**src/verilog/hed_pkg.sv**
```systemverilog
// Constants, register map and carrier types for the hopping encoder option decoder.
// Assumes a single 200 MHz clock; all times below are turned into cycles here.
package hed_pkg;

  localparam int HED_CLK_MHZ = 200;

  // Times in their own units, then in clock cycles
  localparam int HED_BIT_BASE_US = 100;
  localparam int HED_PULSE_BASE_US = 100;
  localparam int HED_LED_MS = 200;
  localparam int HED_PROX_WAIT_MS = 50;
  localparam int HED_PROX_HOP_S = 2;
  localparam int HED_SEED_DELAY_S = 3;
  localparam int HED_BIT_BASE_CYC = HED_BIT_BASE_US * HED_CLK_MHZ;
  localparam int HED_PULSE_BASE_CYC = HED_PULSE_BASE_US * HED_CLK_MHZ;
  localparam int HED_LED_CYC = HED_LED_MS * 1000 * HED_CLK_MHZ;
  localparam int HED_PROX_WAIT_CYC = HED_PROX_WAIT_MS * 1000 * HED_CLK_MHZ;
  localparam int HED_PROX_HOP_CYC = HED_PROX_HOP_S * 1000000 * HED_CLK_MHZ;
  localparam int HED_SEED_DELAY_CYC = HED_SEED_DELAY_S * 1000000 * HED_CLK_MHZ;
  localparam int HED_TMR_W = 30;
  localparam int HED_MIN_WORDS = 3;

  // Register map, byte addresses
  localparam logic [7:0] HED_REG_CFG = 8'h00;
  localparam logic [7:0] HED_REG_STATUS = 8'h04;
  localparam logic [7:0] HED_REG_COUNT = 8'h08;
  localparam logic [31:0] HED_CFG_RST = 32'h0000_0000;
  localparam logic [15:0] HED_COUNT_RST = 16'h0000;

  // Field codes
  localparam logic [1:0] HED_SEED_NONE = 2'h0;
  localparam logic [1:0] HED_SEED_LIMITED = 2'h1;
  localparam logic [1:0] HED_SEED_ALWAYS = 2'h2;
  localparam logic [1:0] HED_SEED_DUAL = 2'h3;
  localparam logic [7:0] HED_LIMIT_LOW_BYTE = 8'h7f;
  localparam logic [2:0] HED_FN_SEED = 3'h7;
  localparam logic [2:0] HED_FN_SEED_LATE = 3'h3;

  // Configuration word, bit 0 at the bottom
  typedef struct packed {
    logic [12:0] unused;
    logic long_serial_en;
    logic late_count_step_en;
    logic proximity_wake_en;
    logic collision_avoid_en;
    logic line_code_select;
    logic transponder_rate_select;
    logic [1:0] radio_rate_select;
    logic led_en;
    logic low_batt_high_supply;
    logic min_three_words;
    logic [3:0] rc_trim_field;
    logic [1:0] seed_mode;
    logic tank_damp_off;
    logic word_blank_en;
  } hed_cfg_s;

  typedef struct packed {
    logic [7:0] addr;
    logic [31:0] wdata;
    logic wr;
    logic rd;
  } hed_bus_s;

  typedef enum logic [1:0] {
    HED_PX_IDLE = 2'b00,
    HED_PX_ACK = 2'b01,
    HED_PX_WAIT = 2'b10,
    HED_PX_HOP = 2'b11
  } hed_prox_e;

endpackage
```
**src/verilog/hed_option_decode.sv**
```systemverilog
// Option decoder of a code hopping encoder: config register, word FIFO with
// blanking, timers for indicator, proximity wake and delayed seed.
// Assumes all inputs synchronous to i_ref_clk and a plain strobe register port.
`timescale 1ns/1ps
`default_nettype none

module hed_fifo #(
  parameter int W = 32,
  parameter int D = 4
) (
  input wire logic i_ref_clk,
  input wire logic i_rst,
  input wire logic i_ce,
  input wire logic [W-1:0] i_data,
  input wire logic i_valid,
  output logic o_ready,
  output logic [W-1:0] o_data,
  output logic o_valid,
  input wire logic i_ready
);
  localparam int AW = (D > 1) ? $clog2(D) : 1;
  typedef struct packed {
    logic [D-1:0][W-1:0] mem;
    logic [AW-1:0] wp;
    logic [AW-1:0] rp;
    logic [AW:0] cnt;
  } fifo_s;
  fifo_s st;
  fifo_s next_st;
  logic push;
  logic pop;

  assign o_ready = (st.cnt != (AW+1)'(D));
  assign o_valid = (st.cnt != '0);
  assign o_data = st.mem[st.rp];
  assign push = i_valid && o_ready;
  assign pop = o_valid && i_ready;

  always_comb
  begin
    next_st = st;
    if (push)
    begin
      next_st.mem[st.wp] = i_data;
      next_st.wp = (st.wp == AW'(D-1)) ? '0 : st.wp + 1'b1;
    end
    if (pop)
    begin
      next_st.rp = (st.rp == AW'(D-1)) ? '0 : st.rp + 1'b1;
    end
    next_st.cnt = st.cnt + (AW+1)'(push) - (AW+1)'(pop);
  end

  always_ff @(posedge i_ref_clk)
  begin
    if (i_rst)
      st <= '0;
    else if (i_ce)
      st <= next_st;
  end
endmodule

// Overview of operation
// - With blanking on, send all, one of two, or one of four words by rate.
// - Damping-off bit set disables tank damping; clear keeps it on.
// - Seed mode: none, limited, always, dual key; limited ends past low byte 7F.
// - Four-bit trim: 0000 nominal, 1000 fastest, 0111 slowest.
// - Minimum-words set: hold power until three words sent.
// - Supply select bit picks 5/6 V class when set, 3.0 V when clear.
// - On low supply, indicator lights once for 200 ms in a hopping transmission.
// - Indicator enable makes the third switch pin also an indicator output.
// - Transponder rate bit: 200 us pulse unit clear, 100 us set; both ends agree.
// - Line code bit picks Manchester when 1, pulse width when 0.
// - Anti-collision without proximity wake runs anti-collision handling.
// - Proximity wake alone: acknowledge on field, 50 ms wait, then 2 s hopping.
// - Both set: transponder responses are echoed on pulse-width pin.
// - Delayed-increment bit on delays counter step; off steps once per press.
// - Long serial puts serial top bits in frame 60..63, else switches and zero.
// - Delayed seed code sends hopping frames three seconds, then seed frames.
module hed_option_decode
  import hed_pkg::*;
#(
  parameter int P_BIT_BASE_CYC = hed_pkg::HED_BIT_BASE_CYC,
  parameter int P_PULSE_BASE_CYC = hed_pkg::HED_PULSE_BASE_CYC,
  parameter int P_LED_CYC = hed_pkg::HED_LED_CYC,
  parameter int P_PROX_WAIT_CYC = hed_pkg::HED_PROX_WAIT_CYC,
  parameter int P_PROX_HOP_CYC = hed_pkg::HED_PROX_HOP_CYC,
  parameter int P_SEED_DELAY_CYC = hed_pkg::HED_SEED_DELAY_CYC,
  parameter int P_WORD_W = 32,
  parameter int P_FIFO_D = 4
) (
  input wire logic i_ref_clk,
  input wire logic i_rst,
  input wire logic i_ce,
  input wire hed_pkg::hed_bus_s i_bus,
  output logic [31:0] o_rdata,
  input wire logic i_button,
  input wire logic [2:0] i_switch,
  input wire logic i_tx_active,
  input wire logic i_tx_end,
  input wire logic i_low_volt,
  input wire logic i_field_detect,
  input wire logic i_start_bit,
  input wire logic [3:0] i_serial_top,
  input wire logic [P_WORD_W-1:0] i_word,
  input wire logic i_word_valid,
  output logic o_word_ready,
  output logic [P_WORD_W-1:0] o_word,
  output logic o_word_valid,
  input wire logic i_word_ready,
  output logic [31:0] o_bit_cycles,
  output logic [31:0] o_pulse_unit_cycles,
  output logic o_manchester,
  output logic o_damp_en,
  output logic [3:0] o_rc_trim,
  output logic o_supply_high,
  output logic o_power_hold,
  output logic o_seed_permit,
  output logic o_send_seed,
  output logic o_dual_key_mode,
  output logic o_third_switch_pin_out,
  output logic o_third_switch_pin_oe,
  output logic o_collision_run,
  output logic o_echo_en,
  output logic o_ack_send,
  output logic o_prox_hop,
  output logic [3:0] o_frame_top,
  output logic [15:0] o_sync_count
);
  import hed_pkg::*;

  typedef struct packed {
    logic [31:0] cfg;
    logic [15:0] count;
    logic step_due;
    logic seed_spent;
    logic [31:0] rdata;
    logic [1:0] blank_phase;
    logic [1:0] words_sent;
    logic led_on;
    logic led_done;
    logic [HED_TMR_W-1:0] led_tmr;
    hed_prox_e prox;
    logic [HED_TMR_W-1:0] prox_tmr;
    logic [HED_TMR_W-1:0] seed_tmr;
    logic seed_late_done;
    logic [2:0] fn;
    logic [31:0] bit_cyc;
    logic [31:0] pulse_cyc;
  } hed_state_s;

  hed_state_s st;
  hed_state_s next_st;
  hed_cfg_s cfg;
  logic [P_WORD_W-1:0] q_word;
  logic q_valid;
  logic q_ready;
  logic word_keep;
  logic word_pop;
  logic step_now;

  // Which of the queued words survive blanking
  function automatic logic keep_word(input logic en, input logic [1:0] rate,
                                     input logic [1:0] phase);
    logic k;
    k = 1'b1;
    if (en)
    begin
      case (rate)
        2'h0: k = 1'b1;
        2'h1: k = (phase[0] == 1'b0);
        2'h2: k = (phase[0] == 1'b0);
        2'h3: k = (phase == 2'h0);
        default: k = 1'b1;
      endcase
    end
    return k;
  endfunction

  function automatic logic [31:0] rate_mult(input logic [1:0] rate);
    logic [31:0] m;
    case (rate)
      2'h0: m = 32'h4;
      2'h1: m = 32'h2;
      default: m = 32'h1;
    endcase
    return m;
  endfunction

  assign cfg = hed_cfg_s'(st.cfg);

  hed_fifo #(
    .W(P_WORD_W),
    .D(P_FIFO_D)
  ) u_fifo (
    .i_ref_clk(i_ref_clk),
    .i_rst(i_rst),
    .i_ce(i_ce),
    .i_data(i_word),
    .i_valid(i_word_valid),
    .o_ready(o_word_ready),
    .o_data(q_word),
    .o_valid(q_valid),
    .i_ready(q_ready)
  );

  // Blanked words are drained silently; kept words wait for the transmitter
  assign word_keep = keep_word(cfg.word_blank_en, cfg.radio_rate_select, st.blank_phase);
  assign q_ready = word_keep ? i_word_ready : 1'b1;
  assign word_pop = q_valid && q_ready;
  assign o_word_valid = q_valid && word_keep;
  assign o_word = q_word;

  // Immediate step on press, or deferred to the end of the transmission
  assign step_now = cfg.late_count_step_en ? (st.step_due && i_tx_end) : i_button;

  always_comb
  begin
    next_st = st;
    next_st.rdata = 32'h0;

    // Register port
    if (i_bus.wr)
    begin
      case (i_bus.addr)
        HED_REG_CFG: next_st.cfg = i_bus.wdata;
        HED_REG_COUNT: next_st.count = i_bus.wdata[15:0];
        default: next_st.cfg = st.cfg;
      endcase
    end
    if (i_bus.rd)
    begin
      case (i_bus.addr)
        HED_REG_CFG: next_st.rdata = st.cfg;
        HED_REG_STATUS: next_st.rdata = {9'h0, st.seed_late_done, st.words_sent,
                                         st.prox, st.led_on, st.seed_spent, st.count};
        HED_REG_COUNT: next_st.rdata = {16'h0, st.count};
        default: next_st.rdata = 32'h0;
      endcase
    end

    // Bit time and pulse unit
    next_st.bit_cyc = 32'(P_BIT_BASE_CYC) * rate_mult(cfg.radio_rate_select);
    if (cfg.line_code_select)
      next_st.bit_cyc = next_st.bit_cyc << 1;
    next_st.pulse_cyc = cfg.transponder_rate_select ? 32'(P_PULSE_BASE_CYC)
                                                    : 32'(P_PULSE_BASE_CYC) << 1;

    // Activation starts a fresh word sequence
    if (i_button)
    begin
      next_st.fn = i_switch;
      next_st.blank_phase = 2'h0;
      next_st.words_sent = 2'h0;
      next_st.led_done = 1'b0;
      next_st.seed_tmr = '0;
      next_st.seed_late_done = 1'b0;
      next_st.step_due = cfg.late_count_step_en;
    end
    else if (word_pop)
    begin
      next_st.blank_phase = st.blank_phase + 2'h1;
      if (word_keep && st.words_sent != 2'(HED_MIN_WORDS))
        next_st.words_sent = st.words_sent + 2'h1;
    end

    // Counter step and the limited-seed boundary
    if (step_now)
    begin
      next_st.count = st.count + 16'h1;
      // A press landing with the deferred step stays pending
      next_st.step_due = i_button && cfg.late_count_step_en;
      if (st.count[7:0] == HED_LIMIT_LOW_BYTE)
        next_st.seed_spent = 1'b1;
    end

    // Delayed seed: hopping frames first, seed after the delay
    if (!i_button && i_tx_active && st.fn == HED_FN_SEED_LATE && !st.seed_late_done)
    begin
      if (st.seed_tmr == HED_TMR_W'(P_SEED_DELAY_CYC - 1))
        next_st.seed_late_done = 1'b1;
      else
        next_st.seed_tmr = st.seed_tmr + 1'b1;
    end

    // One indicator flash per transmission on low supply
    if (st.led_on)
    begin
      if (st.led_tmr == HED_TMR_W'(P_LED_CYC - 1))
      begin
        next_st.led_on = 1'b0;
        next_st.led_tmr = '0;
      end
      else
        next_st.led_tmr = st.led_tmr + 1'b1;
    end
    else if (i_low_volt && i_tx_active && !st.led_done && !i_button)
    begin
      next_st.led_on = 1'b1;
      next_st.led_done = 1'b1;
      next_st.led_tmr = '0;
    end

    // Proximity wake sequence, only with anti-collision clear
    case (st.prox)
      HED_PX_IDLE:
      begin
        next_st.prox_tmr = '0;
        if (cfg.proximity_wake_en && !cfg.collision_avoid_en && i_field_detect)
          next_st.prox = HED_PX_ACK;
      end
      HED_PX_ACK:
      begin
        next_st.prox_tmr = '0;
        next_st.prox = HED_PX_WAIT;
      end
      HED_PX_WAIT:
      begin
        if (i_start_bit)
          next_st.prox = HED_PX_IDLE;
        else if (st.prox_tmr == HED_TMR_W'(P_PROX_WAIT_CYC - 1))
        begin
          next_st.prox = HED_PX_HOP;
          next_st.prox_tmr = '0;
        end
        else
          next_st.prox_tmr = st.prox_tmr + 1'b1;
      end
      HED_PX_HOP:
      begin
        if (st.prox_tmr == HED_TMR_W'(P_PROX_HOP_CYC - 1))
          next_st.prox = HED_PX_IDLE;
        else
          next_st.prox_tmr = st.prox_tmr + 1'b1;
      end
      default: next_st.prox = HED_PX_IDLE;
    endcase
    if (!cfg.proximity_wake_en || cfg.collision_avoid_en)
      next_st.prox = HED_PX_IDLE;
  end

  always_ff @(posedge i_ref_clk)
  begin
    if (i_rst)
    begin
      st <= '0;
      st.cfg <= HED_CFG_RST;
      st.count <= HED_COUNT_RST;
      st.prox <= HED_PX_IDLE;
    end
    else if (i_ce)
      st <= next_st;
  end

  assign o_rdata = st.rdata;
  assign o_sync_count = st.count;
  assign o_bit_cycles = st.bit_cyc;
  assign o_pulse_unit_cycles = st.pulse_cyc;
  assign o_manchester = cfg.line_code_select;
  assign o_damp_en = !cfg.tank_damp_off;
  assign o_rc_trim = cfg.rc_trim_field;
  assign o_supply_high = cfg.low_batt_high_supply;

  // Hold power while sending, or until the minimum word count is out
  assign o_power_hold = i_tx_active
                        || (cfg.min_three_words && st.words_sent != 2'(HED_MIN_WORDS));

  assign o_dual_key_mode = (cfg.seed_mode == HED_SEED_DUAL);
  assign o_seed_permit = (cfg.seed_mode == HED_SEED_ALWAYS)
                         || (cfg.seed_mode == HED_SEED_LIMITED && !st.seed_spent);
  assign o_send_seed = o_seed_permit
                       && (st.fn == HED_FN_SEED
                           || (st.fn == HED_FN_SEED_LATE && st.seed_late_done));

  // Pin drives high only while the indicator is lit
  assign o_third_switch_pin_out = 1'b1;
  assign o_third_switch_pin_oe = cfg.led_en && st.led_on;

  assign o_collision_run = cfg.collision_avoid_en && !cfg.proximity_wake_en;
  assign o_echo_en = cfg.collision_avoid_en && cfg.proximity_wake_en;
  assign o_ack_send = (st.prox == HED_PX_ACK);
  assign o_prox_hop = (st.prox == HED_PX_HOP);
  assign o_frame_top = cfg.long_serial_en ? i_serial_top : {st.fn, 1'b0};

endmodule

`default_nettype wire

```
**config.mk**
```make
export PLATFORM = sky130hd
export DESIGN_NAME = hed_option_decode
export DESIGN_NICKNAME = d
export VERILOG_FILES = /design/src/verilog/hed_pkg.sv /design/src/verilog/hed_option_decode.sv
export SDC_FILE = /design/constraint.sdc
export NUM_CORES = 1
export LEC_CHECK = 0
export BUFFER_PORTS_ARGS = -buffer_cell sky130_fd_sc_hd__buf_4
export CAP_MARGIN = 20
export CORE_UTILIZATION = 35
export DETAILED_ROUTE_END_ITERATION = 10
export GPL_TIMING_DRIVEN = 0
export HOLD_SLACK_MARGIN = 0.05
export SYNTH_ARGS = -nofsm -noshare
export SYNTH_HDL_FRONTEND = slang
export SYNTH_HIERARCHICAL = 1
export SYNTH_SLANG_ARGS = --single-unit
```
**constraint.sdc**
```tcl
create_clock -name i_ref_clk -period 2.45 [get_ports i_ref_clk]
set_input_delay 0.245 -clock i_ref_clk [delete_from_list [all_inputs] [get_ports i_ref_clk]]
set_output_delay 0.245 -clock i_ref_clk [all_outputs]
set_load 0.005 [all_outputs]
```
==> flow_summary_export.csv <==
group,metric,value,unit
run_status,status,"finished with violations",
run_status,violations,"setup timing",
clocking,cts_tree,"done",
critical_path,cp.required,2.90,ns
global_routing,grt_pass1_vias,14734,
synthesis,async_flop_share,0,%
timing,finClkSkew,0.0223,ns
floorplanning,start_util,35.8,%
route,drt-wirelength-per-cell,17.3,um
floorplanning,ios,259,
placement,dp_cells,2750,
floorplanning,fp.dieH,224,um
clocking,htree_levels,2,
placement,pre_cts_slack,-0.278,ns
clocking,clock-sinks,333,
route,vias,15083,
floorplanning,die-width,224,um
route,drtAntennaViolNets,0,
global_routing,grt_usage,19.5,%
clocking,clock_path_buffers,3,
global_routing,grt_overflow,0,
critical_path,max_stage_delay,0.37,ns
critical_path,path_delay_family,"adder cells",
global_routing,antenna_found_initial,2,
timing,worst_slack,-0.0491,ns
route,drtIter0Drc,1066,
synthesis,synth.avg_cell_area,9.15,um^2
route,topRoutingLayerUsed,"met5",
floorplanning,dieArea,0.0500,mm^2
critical_path,arrival,2.95,ns
critical_path,path_buf_inv,2,
power,finalPower,13.4,mW
critical_path,cp_cell_sequence,"inv_4, ha_4, nand2b_4, a31o_4, and2_4, ha_4, inv_2, ha_4, fa_2, xnor2_2, a21oi_1, a31o_2",
synthesis,synth-edff-count,0,
hold_path,hp-class,"in -> reg",
floorplanning,placementRows,80,
power,ir_worst_vdd,0.000506,V
finish,synthToLayoutAreaGrowth,27.7,%
placement,hpwl,35400,um
timing,timing.final.crit_period,2.50,ns
timing,fmax,400,MHz
route,dr_wl_met3,2670,um
global_routing,grt_pass1_wl,78600,um
synthesis,syn_area,0.0172,mm^2
critical_path,start_kind,"flip-flop",
route,wl_met2,24000,um
route,met1_length,22000,um
global_routing,grt_max_degree,13,
route,avgViaCountPerCell,5.21,
power,power_density,609,mW/mm^2
clocking,clock_latency,0.56,ns
timing,worstMarginPinSlew,1.08,ns
route,routed_wl,50200,um
synthesis,synth_ff_type,"dfxtp_1",
clocking,cts_buffers,40,
critical_path,worstSetupPathType,"reg -> reg",
synthesis,ys_seq_area_share,38.8,%
placement,routabilityCongestion,0.891,
route,drtPass1Iterations,7,
timing,hold_viol,0,
clocking,cts_root_buf,"clkbuf_16",
clocking,cts.clk_slew.worst_paths,0.06,ns
timing,relSlewSlack,27.6,%
critical_path,end_kind,"flip-flop",
timing,finalMaxSlewViolations,0,
floorplanning,coreArea,0.0480,mm^2
synthesis,synthCells,1879,
placement,portBuffers,215,
flow_run,drv_cap,0,
synthesis,ys_types,87,
finish,drive_gt1_share,23.6,%
synthesis,ys_ff_latch,333,
critical_path,crit_top_cell,"ha_4",
critical_path,worst_path_max_delay_cell,"dfxtp_4",
finish,fin_cells,2895,
timing,setup_violations,1,
synthesis,yosysWarnings,6,
critical_path,path_max_fanout,3,
timing,rsz0062_at_grt,"true",
route,drt_drc_violations_left,0,
power,leakagePower,8.89,nW
finish,fillCellCount,4660,
timing,fin_crit_sh,102,%
finish,final_nets,2363,
## area by class of cell
type                       count  area (um^2)  area share [%]
clock buffer                  62         1200            5.49
antenna                        1         2.50          0.0114
clock inverter                 9          110           0.502
buffer                       245         1590            7.24
timing repair buffer         288         2330            10.6
multi-input combinational   1312         9140            41.7
tap                          615          769            3.51
inverter                      30          118           0.536
sequential                   333         6670            30.4
## worst min-delay path, cell delays in order
cell and delay (ns):
buf_4 0.08, nand2b_1 0.11, mux2i_1 0.14
## final timing paths
| kind | slack, ns | to | cells after the start | start |
|---|---|---|---|---|
| worst max-delay path | -0.05 | u_fifo/st[2] | 12 | cfg[12] |
| worst min-delay path | 0.07 | u_fifo/st[11] | 3 | i_word[4] |
| worst max register to register | -0.05 | u_fifo/st[2] | 12 | cfg[12] |
| worst min register to register | 0.46 | cfg[26] | 2 | cfg[26] |
## metrics by stage
stage | hold slack, ns | utilization [%] | setup TNS (ns) | instance area (um^2)
after floorplan | 0.373 | - | -0.0142 | 17400
after global placement | 0.442 | 41.1 | -4.94 | 19700
after detailed placement | 0.448 | 41.1 | -6.59 | 19700
after CTS | 0.0582 | 45.5 | -0.0164 | 21900
after global routing | 0.0920 | 45.7 | -0.101 | 21900
final | 0.0660 | 45.7 | -0.0491 | 21900
## cells by family (layout without fill, tap and decap cells)
group | count (synthesis) | after routing | share of synthesized area (%)
mux | 180 | 180 | 12.9
compound gates | 283 | 283 | 11.4
fa+ha+maj | 21 | 21 | 1.57
xor+xnor | 37 | 37 | 1.89
simple gates | 748 | 748 | 23.7
other cells | 2 | 44 | 0.0437
buf+inv | 275 | 634 | 9.71
flops | 333 | 333 | 38.8
## routing by layer
layer	GRT usage (%)	vias up
met5	0	-
met2	32.3	435
li1	-	7309
met4	7.56	2
met3	3.07	88
met1	25.5	7249
## synth_stat cells, types with 15 or more instances
cell type | instances | area share, %
xnor2_1 | 27 | 1.4
nand2b_1 | 171 | 6.2
inv_1 | 29 | 0.63
nand3_1 | 69 | 2.0
or3_1 | 16 | 0.58
clkbuf_1 | 73 | 1.6
nor3_1 | 25 | 0.73
and3_1 | 23 | 0.84
mux4_2 | 32 | 4.2
buf_2 | 28 | 0.82
a222oi_1 | 16 | 0.93
nor4_1 | 26 | 0.95
buf_4 | 119 | 5.2
a21oi_1 | 93 | 2.7
o21ai_0 | 32 | 0.93
nand4_1 | 34 | 1.2
and2_1 | 15 | 0.55
ha_1 | 20 | 1.5
dfxtp_1 | 333 | 39
mux2i_1 | 143 | 8.3
nand2_1 | 154 | 3.4
nor2_1 | 126 | 2.8
a22oi_1 | 18 | 0.79
## power breakdown
part | internal [mW] | switching, mW | leakage, nW
Sequential | 5.55 | 0.117 | 2.69
Clock | 3.59 | 2.40 | 0.647
Combinational | 0.877 | 0.837 | 5.55
## registers in the layout, summed over array words and instances (netlist names)
| name | cells |
|---|---|
| cfg | 32 |
| o_bit_cycles | 11 |
| o_pulse_unit_cycles | 3 |
| o_rdata | 32 |
| o_sync_count | 16 |
| st | 104 |
| u_fifo/st | 135 |
## layout by cell type (no fill, tap or decap), types with 34 or more instances in the layout
master	netlist	final
buf_4	119	339
dfxtp_1	333	331
nand2b_1	171	170
nand2_1	154	153
mux2i_1	143	143
nor2_1	126	125
a21oi_1	93	93
clkbuf_1	73	80
nand3_1	69	69
dlygate4sd3_1	0	66
conb_1	2	43
clkbuf_16	0	41
nand4_1	34	34
## what timing repair did
action | CTS | global route
pin swaps | 5 | 9
resized for setup | 23 | 16
hold buffers | 66 | 0
endpoints found under the hold margin | 142 | 0
setup endpoints to repair | 53 | 53
buffers inserted | 5 | 2
Power figures use the tool's default switching activity.
